$ cat src/hdl/wdt_defs.svh
// watchdog / interval timer: register indices, field positions, keys, counts
// assumes APB byte addresses are four times the register index
`ifndef WDT_DEFS_SVH
`define WDT_DEFS_SVH

`define WDT_CNT_IDX 8'h84
`define WDT_CSR_IDX 8'h86
`define WDT_SBY_IDX 8'h88
`define WDT_FRQ_IDX 8'h8A
`define WDT_CNT_KEY 8'h5A
`define WDT_CSR_KEY 8'hA5
`define WDT_KEY_STRB 4'h3

`define WDT_TME_BIT 7
`define WDT_MODE_BIT 6
`define WDT_RESET_KIND_SELECT_BIT 5
`define WDT_WATCHDOG_OVERFLOW_FLAG_BIT 4
`define WDT_INTERVAL_OVERFLOW_FLAG_BIT 3
`define WDT_SBY_BIT 0

`define WDT_CNT_RST 8'h00
`define WDT_CSR_RST 8'h00
`define WDT_FRQ_RST 16'h0000
`define WDT_RELOOP_CNT 8'h80
`define WDT_CLK_NS 40
`define WDT_MRST_CYC 3'h5
`define WDT_PRESC_W 12

`endif

$ cat src/hdl/wdt_pkg.sv
// watchdog / interval timer: shared types
// assumes wdt_defs.svh is included by the design files
package wdt_pkg;
  typedef logic [2:0] wdt_cks_t;
  typedef enum logic [2:0] {
    WDT_RUN,
    WDT_SBY_WAIT,
    WDT_SBY_CNT,
    WDT_FRQ_CNT,
    WDT_FRQ_TAIL,
    WDT_HALT
  } wdt_state_t;
  typedef struct packed {
    logic [11:0] cnt;
  } wdt_presc_st_t;
endpackage

$ cat src/hdl/wdt_top.sv
// watchdog / interval timer with standby and frequency-change settling
// assumes an APB master, RSTN is the power-on reset, pins are asynchronous
//
// The address map and the APB interface to the registers were left to the implementer.
`timescale 1ns/100ps
`include "wdt_defs.svh"
module wdt_top (
  input wire logic MCLK,
  input wire logic RSTN,
  input wire logic PSEL,
  input wire logic PENABLE,
  input wire logic PWRITE,
  input wire logic [11:0] PADDR,
  input wire logic [31:0] PWDATA,
  input wire logic [3:0] PSTRB,
  output logic [31:0] PRDATA,
  output logic PREADY,
  output logic PSLVERR,
  input wire logic SLEEP_REQ,
  input wire logic NMI_PIN,
  input wire logic IRQ_PIN,
  input wire logic STANDBY_ENABLE_BIT_RST_PIN,
  output logic CLK_RUN,
  output logic INTV_IRQ,
  output logic WDT_POR_REQ,
  output logic WDT_MRST_REQ,
  output logic RESET_OUT_N,
  output logic STATUS_HI
);
  import wdt_pkg::*;

  typedef struct packed {
    wdt_state_t state;
    logic [7:0] cnt;
    logic [7:0] csr;
    logic sby;
    logic [15:0] frq;
    logic follow;
    logic [2:0] nmi_s;
    logic [2:0] irq_s;
    logic [2:0] rst_s;
    logic rst_act;
    logic rst_kind;
    logic [2:0] mrst_cnt;
    logic clk_run;
    logic intv_irq;
    logic pready;
    logic pslverr;
    logic [31:0] prdata;
    logic por_req;
    logic mrst_req;
    logic rst_out_n;
    logic status_hi;
  } wdt_top_st_t;

  wdt_top_st_t st_r;
  wdt_top_st_t st_nxt;
  logic tick;
  logic presc_run;
  logic ovf;
  logic done;
  logic mapped;
  logic key_ok;
  logic [7:0] idx;
  logic [7:0] csr_hw;

  // address decode, shared by read and write paths
  function automatic logic [1:0] reg_sel(input logic [7:0] i);
    case (i)
      `WDT_CNT_IDX: reg_sel = 2'h0;
      `WDT_CSR_IDX: reg_sel = 2'h1;
      `WDT_SBY_IDX: reg_sel = 2'h2;
      default: reg_sel = 2'h3;
    endcase
  endfunction

  assign idx = PADDR[9:2];
  assign mapped = (PADDR[1:0] == 2'h0) && (PADDR[11:10] == 2'h0) &&
                  ((reg_sel(idx) != 2'h3) || (idx == `WDT_FRQ_IDX));
  assign done = PSEL && PENABLE && st_r.pready;

  assign presc_run = (st_r.state == WDT_SBY_CNT) || (st_r.state == WDT_FRQ_CNT) ||
                     (st_r.state == WDT_FRQ_TAIL) || st_r.follow ||
                     ((st_r.state == WDT_RUN) && st_r.csr[`WDT_TME_BIT]);
  assign ovf = tick && (st_r.cnt == 8'hFF);

  wdt_presc u_presc (
    .MCLK(MCLK),
    .RSTN(RSTN),
    .run(presc_run),
    .cks(st_r.csr[2:0]),
    .tick(tick)
  );

  always_comb begin
    st_nxt = st_r;
    key_ok = 1'b0;
    csr_hw = 8'h00;
    st_nxt.nmi_s = {st_r.nmi_s[1:0], NMI_PIN};
    st_nxt.irq_s = {st_r.irq_s[1:0], IRQ_PIN};
    st_nxt.rst_s = {st_r.rst_s[1:0], STANDBY_ENABLE_BIT_RST_PIN};
    st_nxt.pready = PSEL && PENABLE && !st_r.pready;
    st_nxt.pslverr = PSEL && PENABLE && !st_r.pready && !mapped;
    st_nxt.prdata = 32'h0000_0000;
    if (PSEL && PENABLE && !st_r.pready && !PWRITE && mapped) begin
      case (reg_sel(idx))
        2'h0: st_nxt.prdata = {24'h000000, st_r.cnt};
        2'h1: st_nxt.prdata = {24'h000000, st_r.csr};
        2'h2: st_nxt.prdata = {31'h0, st_r.sby};
        default: st_nxt.prdata = {16'h0000, st_r.frq};
      endcase
    end
    if (tick && (st_r.state != WDT_FRQ_TAIL)) begin
      st_nxt.cnt = st_r.cnt + 8'h01;
    end
    // reset output window
    if (st_r.rst_act) begin
      if (st_r.rst_kind) begin
        st_nxt.mrst_cnt = st_r.mrst_cnt - 3'h1;
        if (st_r.mrst_cnt == 3'h1) begin
          st_nxt.rst_act = 1'b0;
        end
      end else if (tick) begin
        st_nxt.rst_act = 1'b0;
      end
    end
    case (st_r.state)
      WDT_RUN: begin
        if (SLEEP_REQ) begin
          st_nxt.state = WDT_SBY_WAIT;
          st_nxt.clk_run = 1'b0;
          st_nxt.follow = 1'b0;
          st_nxt.cnt = st_r.cnt;
        end else if (st_r.follow) begin
          if (!st_r.sby) begin
            st_nxt.follow = 1'b0;
          end else if (tick && (st_r.cnt == (`WDT_RELOOP_CNT - 8'h01))) begin
            st_nxt.state = WDT_HALT;
            st_nxt.clk_run = 1'b0;
            st_nxt.follow = 1'b0;
          end
        end else if (ovf && st_r.csr[`WDT_TME_BIT]) begin
          if (st_r.csr[`WDT_MODE_BIT]) begin
            st_nxt.csr[`WDT_WATCHDOG_OVERFLOW_FLAG_BIT] = 1'b1;
            st_nxt.rst_act = 1'b1;
            st_nxt.rst_kind = st_r.csr[`WDT_RESET_KIND_SELECT_BIT];
            st_nxt.mrst_cnt = `WDT_MRST_CYC;
          end else begin
            st_nxt.csr[`WDT_INTERVAL_OVERFLOW_FLAG_BIT] = 1'b1;
          end
        end
      end
      WDT_SBY_WAIT: begin
        if (st_r.rst_s[2] && st_r.rst_s[1]) begin
          st_nxt.state = WDT_RUN;
          st_nxt.clk_run = 1'b1;
        end else if ((st_r.nmi_s[2] != st_r.nmi_s[1]) ||
                     (st_r.irq_s[2] && st_r.irq_s[1])) begin
          st_nxt.state = WDT_SBY_CNT;
        end
      end
      WDT_SBY_CNT: begin
        if (ovf) begin
          st_nxt.state = WDT_RUN;
          st_nxt.clk_run = 1'b1;
          st_nxt.follow = 1'b1;
        end
      end
      WDT_FRQ_CNT: begin
        if (ovf) begin
          st_nxt.clk_run = 1'b1;
          st_nxt.state = (st_r.frq[6:4] != 3'h0) ? WDT_FRQ_TAIL : WDT_RUN;
        end
      end
      WDT_FRQ_TAIL: begin
        if (tick) begin
          st_nxt.cnt = 8'h01;
          st_nxt.state = WDT_RUN;
        end
      end
      WDT_HALT: begin
        st_nxt.clk_run = 1'b0;
      end
      default: begin
        st_nxt.state = WDT_RUN;
      end
    endcase
    // control value after hardware flag sets, before the bus write
    csr_hw = st_nxt.csr;
    if (done && PWRITE && mapped) begin
      key_ok = (PSTRB == `WDT_KEY_STRB);
      case (reg_sel(idx))
        2'h0: begin
          if (key_ok && (PWDATA[15:8] == `WDT_CNT_KEY)) begin
            st_nxt.cnt = PWDATA[7:0];
          end
        end
        2'h1: begin
          if (key_ok && (PWDATA[15:8] == `WDT_CSR_KEY)) begin
            st_nxt.csr = PWDATA[7:0];
            // flags: write 1 keeps, write 0 clears, hardware set of a clear flag wins
            st_nxt.csr[`WDT_WATCHDOG_OVERFLOW_FLAG_BIT] = (PWDATA[`WDT_WATCHDOG_OVERFLOW_FLAG_BIT] && st_r.csr[`WDT_WATCHDOG_OVERFLOW_FLAG_BIT]) ||
                                        (csr_hw[`WDT_WATCHDOG_OVERFLOW_FLAG_BIT] && !st_r.csr[`WDT_WATCHDOG_OVERFLOW_FLAG_BIT]);
            st_nxt.csr[`WDT_INTERVAL_OVERFLOW_FLAG_BIT] = (PWDATA[`WDT_INTERVAL_OVERFLOW_FLAG_BIT] && st_r.csr[`WDT_INTERVAL_OVERFLOW_FLAG_BIT]) ||
                                        (csr_hw[`WDT_INTERVAL_OVERFLOW_FLAG_BIT] && !st_r.csr[`WDT_INTERVAL_OVERFLOW_FLAG_BIT]);
          end
        end
        2'h2: begin
          if (PSTRB[0]) begin
            st_nxt.sby = PWDATA[`WDT_SBY_BIT];
          end
        end
        default: begin
          if (key_ok && (st_r.state == WDT_RUN)) begin
            st_nxt.frq = PWDATA[15:0];
            st_nxt.state = WDT_FRQ_CNT;
            st_nxt.clk_run = 1'b0;
            st_nxt.follow = 1'b0;
          end
        end
      endcase
    end
    st_nxt.intv_irq = st_nxt.csr[`WDT_INTERVAL_OVERFLOW_FLAG_BIT];
    st_nxt.por_req = st_nxt.rst_act && !st_nxt.rst_kind;
    st_nxt.mrst_req = st_nxt.rst_act && st_nxt.rst_kind;
    st_nxt.rst_out_n = !st_nxt.rst_act;
    st_nxt.status_hi = st_nxt.rst_act;
  end

  always_ff @(posedge MCLK) begin
    if (!RSTN) begin
      st_r <= '0;
      st_r.state <= WDT_RUN;
      st_r.cnt <= `WDT_CNT_RST;
      st_r.csr <= `WDT_CSR_RST;
      st_r.frq <= `WDT_FRQ_RST;
      st_r.clk_run <= 1'b1;
      st_r.rst_out_n <= 1'b1;
    end else begin
      st_r <= st_nxt;
    end
  end

  assign PRDATA = st_r.prdata;
  assign PREADY = st_r.pready;
  assign PSLVERR = st_r.pslverr;
  assign CLK_RUN = st_r.clk_run;
  assign INTV_IRQ = st_r.intv_irq;
  assign WDT_POR_REQ = st_r.por_req;
  assign WDT_MRST_REQ = st_r.mrst_req;
  assign RESET_OUT_N = st_r.rst_out_n;
  assign STATUS_HI = st_r.status_hi;
endmodule

$ cat src/hdl/wdt_presc.sv
// watchdog / interval timer: count clock prescaler
// assumes run low restarts the division from zero
`timescale 1ns/100ps
`include "wdt_defs.svh"
module wdt_presc (
  input wire logic MCLK,
  input wire logic RSTN,
  input wire logic run,
  input wire wdt_pkg::wdt_cks_t cks,
  output logic tick
);
  import wdt_pkg::*;

  wdt_presc_st_t st_r;
  wdt_presc_st_t st_nxt;
  logic [11:0] mask;

  // low-bit mask for each division ratio
  function automatic logic [11:0] div_mask(input wdt_cks_t sel);
    case (sel)
      3'h0: div_mask = 12'h000;
      3'h1: div_mask = 12'h003;
      3'h2: div_mask = 12'h00F;
      3'h3: div_mask = 12'h01F;
      3'h4: div_mask = 12'h03F;
      3'h5: div_mask = 12'h0FF;
      3'h6: div_mask = 12'h3FF;
      default: div_mask = 12'hFFF;
    endcase
  endfunction

  assign mask = div_mask(cks);
  assign tick = run && ((st_r.cnt & mask) == mask);

  always_comb begin
    st_nxt = st_r;
    if (!run) begin
      st_nxt.cnt = 12'h000;
    end else begin
      st_nxt.cnt = st_r.cnt + 12'h001;
    end
  end

  always_ff @(posedge MCLK) begin
    if (!RSTN) begin
      st_r <= '0;
    end else begin
      st_r <= st_nxt;
    end
  end
endmodule

$ cat config.mk
export PLATFORM = sky130hd
export DESIGN_NAME = wdt_top
export DESIGN_NICKNAME = d
export VERILOG_FILES = /design/src/hdl/wdt_pkg.sv /design/src/hdl/wdt_top.sv /design/src/hdl/wdt_presc.sv
export VERILOG_INCLUDE_DIRS = /design/src /design/src/hdl
export SDC_FILE = /design/constraint.sdc
export NUM_CORES = 1
export LEC_CHECK = 0
export BUFFER_PORTS_ARGS = -buffer_cell sky130_fd_sc_hd__buf_2
export CAP_MARGIN = 20
export CORE_UTILIZATION = 49
export CTS_CLUSTER_DIAMETER = 30
export DETAILED_ROUTE_END_ITERATION = 8
export PLACE_DENSITY = 0.84
export SYNTH_ARGS = -nofsm -noshare
export SYNTH_HDL_FRONTEND = slang
export SYNTH_HIERARCHICAL = 1
export SYNTH_SLANG_ARGS = --single-unit
$ cat constraint.sdc
create_clock -name MCLK -period 2.9 [get_ports MCLK]
set_input_delay 0.87 -clock MCLK [delete_from_list [all_inputs] [get_ports MCLK]]
set_output_delay 0.87 -clock MCLK [all_outputs]
set_load 0.01 [all_outputs]
==> results.py <==
metrics = {
    "outcome": {
        "status": "complete, no violations",
    },
    "global_routing": {
        "grt_max_degree": 32,
        "grt_first_pass_wirelength_um": 15300,
        "grt_overflow_total": 0,
        "track_usage_pct": 22.2,
        "antenna_found_initial": 0,
        "grt_pass1_vias": 3252,
    },
    "layout": {
        "area_delta_synth_final_pct": 13.6,
        "stdcell_count": 630,
        "design_area_um2": 4790,
        "layout.nets": 581,
        "fillers": 720,
        "drive_above_1_share_pct": 21.9,
        "n_antenna_cell": 0,
    },
    "floorplanning": {
        "die-area_um2": 8980,
        "die_w_um": 94.8,
        "ios": 97,
        "chipHeight_um": 94.8,
        "coreArea_um2": 8260,
        "core.rowCount": 33,
        "start_util_pct": 51.1,
    },
    "sta": {
        "setup_slack_ns": 0.142,
        "drv_slew": 0,
        "timing.setup.tns_ns": 0,
        "slew_headroom_pct": 66.1,
        "setup_viol": 0,
        "rsz0062_at_grt": "no",
        "finalHoldViolCount": 0,
        "fin_skew_ns": 0.0109,
        "min_period_ns": 2.76,
        "worst_pin_slew_ns": 0.504,
        "fin_crit_sh_pct": 95.1,
        "fmax_mhz": 363,
    },
    "clock_tree": {
        "postCtsHoldBufs": 0,
        "cts_setup_buffers": 0,
        "numClockSinks": 85,
        "tritoncts": "done",
        "postCtsResizedCells": 0,
        "cts.path.max_buffers": 2,
        "clkLatencyLatePin_ns": 0.36,
        "clock-root-buffer": "clkbuf_8",
        "htreeDepth": 3,
        "cts_buffers": 9,
        "path_clk_slew_ns": 0.09,
    },
    "yosys": {
        "synthTopCellsByArea": "dfxtp_1 (40%), mux2i_1 (6.4%), buf_4 (6.1%)",
        "seq_area_frac_synth_pct": 40.3,
        "avgSynthCellArea_um2": 9.11,
        "synth_cells": 463,
        "synth-edff-count": 0,
        "yosys.area.top_type": "dfxtp_1",
        "ys_async_sr_fraction_pct": 0,
        "yosysMostFrequentCell": "dfxtp_1",
        "ys_ff_latch": 85,
        "synthDistinctLibCells": 62,
        "synth_common_cells": "dfxtp_1 (85), nor2b_1 (39), buf_4 (34), nor2_1 (34), mux2i_1 (27)",
        "synth_area_um2": 4220,
        "synthFlopType": "dfxtp_1",
        "synth_top_area_share_pct": 40.3,
        "yosys_warnings": 6,
    },
    "pwr": {
        "powerDensity_nw_per_um2": 476,
        "peakVddDrop_mv": 0.240,
        "p_leak_nw": 1.87,
    },
    "placed_design": {
        "dp_hpwl_um": 6910,
        "detailed_place.area_um2": 4560,
        "place_worst_setup_slack_ns": -0.154,
        "gp_congestion": 0.875,
        "dp_cells": 614,
        "portBuffers": 64,
    },
    "route": {
        "route.detailed.wl_per_inst_um": 15.2,
        "vias_per_cell": 5.66,
        "wl_um": 9600,
        "drcViolationCount": 0,
        "vias": 3568,
        "drtPass1Iterations": 6,
        "drtIter0Drc": 253,
        "postRouteAntennaNets": 0,
    },
    "run": {
        "maxCapViolCount": 0,
    },
    "worst_setup_path": {
        "reg2reg_from": "u_presc/st_r[2]",
        "path_max_fanout": 19,
        "crit_path_start_kind": "input port",
        "reg2reg_depth": 9,
        "worst_setup_path_end_kind": "flop",
        "cp.required_ns": 3.14,
        "reg2reg_setup_slack_ns": 0.34,
        "crit_arrival_ns": 3.00,
        "timing_worst_setup_path_type": "in2reg",
        "timing.rr.end": "st_r[88]",
    },
    "hold_path": {
        "worstHoldEndpoint": "st_nxt[47]",
        "hold_class": "reg2reg",
        "whs_path_depth": 1,
        "hp-start": "st_nxt[46]",
    },
}
[flip-flops by register name (all words and copies together) (netlist names)]
signal        cells
st_r             38
PRDATA           16
u_presc/st_r     12
csr_hw            6
st_nxt            6
CLK_RUN           1
PREADY            1
PSLVERR           1
RESET_OUT_N       1
STATUS_HI         1
WDT_MRST_REQ      1
WDT_POR_REQ       1
[how the worst max path moves through the flow]
stage               startpoint       end  slack, ns  cells after the start
2_1_floorplan         PADDR[8]  st_r[61]       0.02                      6
3_3_place_gp          PADDR[8]  st_r[65]      -0.09                      7
3_5_place_dp          PADDR[8]  st_r[69]      -0.15                      7
4_1_cts               PADDR[8]  st_r[69]       0.17                      7
5_1_grt        u_presc/st_r[2]  st_r[88]       0.13                      9
6_report              PADDR[8]  st_r[69]       0.14                      7
[per-stage QoR]
| step | power (W) | util, % | hold slack, ns |
|---|---|---|---|
| 6_report | 0.00228 | 58.0 | 0.440 |
| 3_5_place_dp | 0.00136 | 55.3 | 0.421 |
| 3_3_place_gp | 0.00135 | 55.3 | 0.415 |
| 2_1_floorplan | 0.00131 | - | 0.412 |
| 4_1_cts | 0.00229 | 58.0 | 0.445 |
| 5_1_grt | 0.00236 | 58.0 | 0.460 |
[routing by layer]
layer / up-vias / wire, um / global-route usage, %
met2: 167 / 4620 / 37.5
li1: 1697 / - / -
met5: - / 0 / 0
met1: 1678 / 3970 / 26.7
met4: 0 / 266 / 11.2
met3: 26 / 745 / 4.67
[power breakdown]
group | leakage (nW) | switching, W | internal (W) | total, W
logic | 1.08 | 0.0000851 | 0.0000626 | 0.000148
clock network | 0.105 | 0.000452 | 0.000495 | 0.000947
registers | 0.687 | 0.0000103 | 0.00118 | 0.00119
total | 1.87 | 0.000548 | 0.00173 | 0.00228
[logic make-up (layout without fill, tap and decap cells)]
family | after synthesis | count (layout) | synth area share, %
AOI/OAI and AO/OA | 69 | 69 | 12.3
other | 1 | 16 | 0.0889
and+or+nand+nor | 196 | 196 | 27.1
DFF | 85 | 85 | 40.3
muxes | 28 | 28 | 6.67
xor gates and xnor gates | 15 | 15 | 3.11
buffers and inverters | 65 | 112 | 9.23
adders and majority gates | 4 | 4 | 1.19
[final cells by class]
class | instances | area, um2 | share of cell area (%)
Clock buffer | 10 | 128 | 2.66
Clock inverter | 6 | 95.1 | 1.99
Inverter | 12 | 45.0 | 0.940
Multi-Input combinational cell | 328 | 2190 | 45.8
Sequential cell | 85 | 1700 | 35.6
Tap cell | 105 | 131 | 2.74
Timing Repair Buffer | 84 | 495 | 10.3
[layout by cell type (no fill, tap or decap), types with 3 or more instances in the layout]
cell type / instances
dfxtp_1: 84
buf_2: 64
nor2b_1: 39
nor2_1: 33
mux2i_1: 27
nand2_1: 25
and2_1: 19
buf_4: 18
nand3_1: 17
conb_1: 16
inv_1: 12
o21ai_0: 11
xor2_1: 10
nand2b_1: 9
a21oi_1: 9
clkbuf_8: 9
a22o_1: 8
nor4_1: 7
nor3_1: 7
a222oi_1: 7
a21boi_0: 6
xnor2_1: 5
and3_1: 5
nand4_1: 5
or3_1: 4
o21a_1: 4
ha_1: 4
nand4b_1: 3
and4_1: 3
o311a_1: 3
[critical path, cell delays in order]
cell,delay (ns)
buf_2,0.09
or4b_4,0.53
or4b_4,0.55
nor4b_4,0.35
buf_12,0.23
mux2i_1,0.28
nor2b_1,0.09
Note: power is estimated with default switching activity, not from simulation.
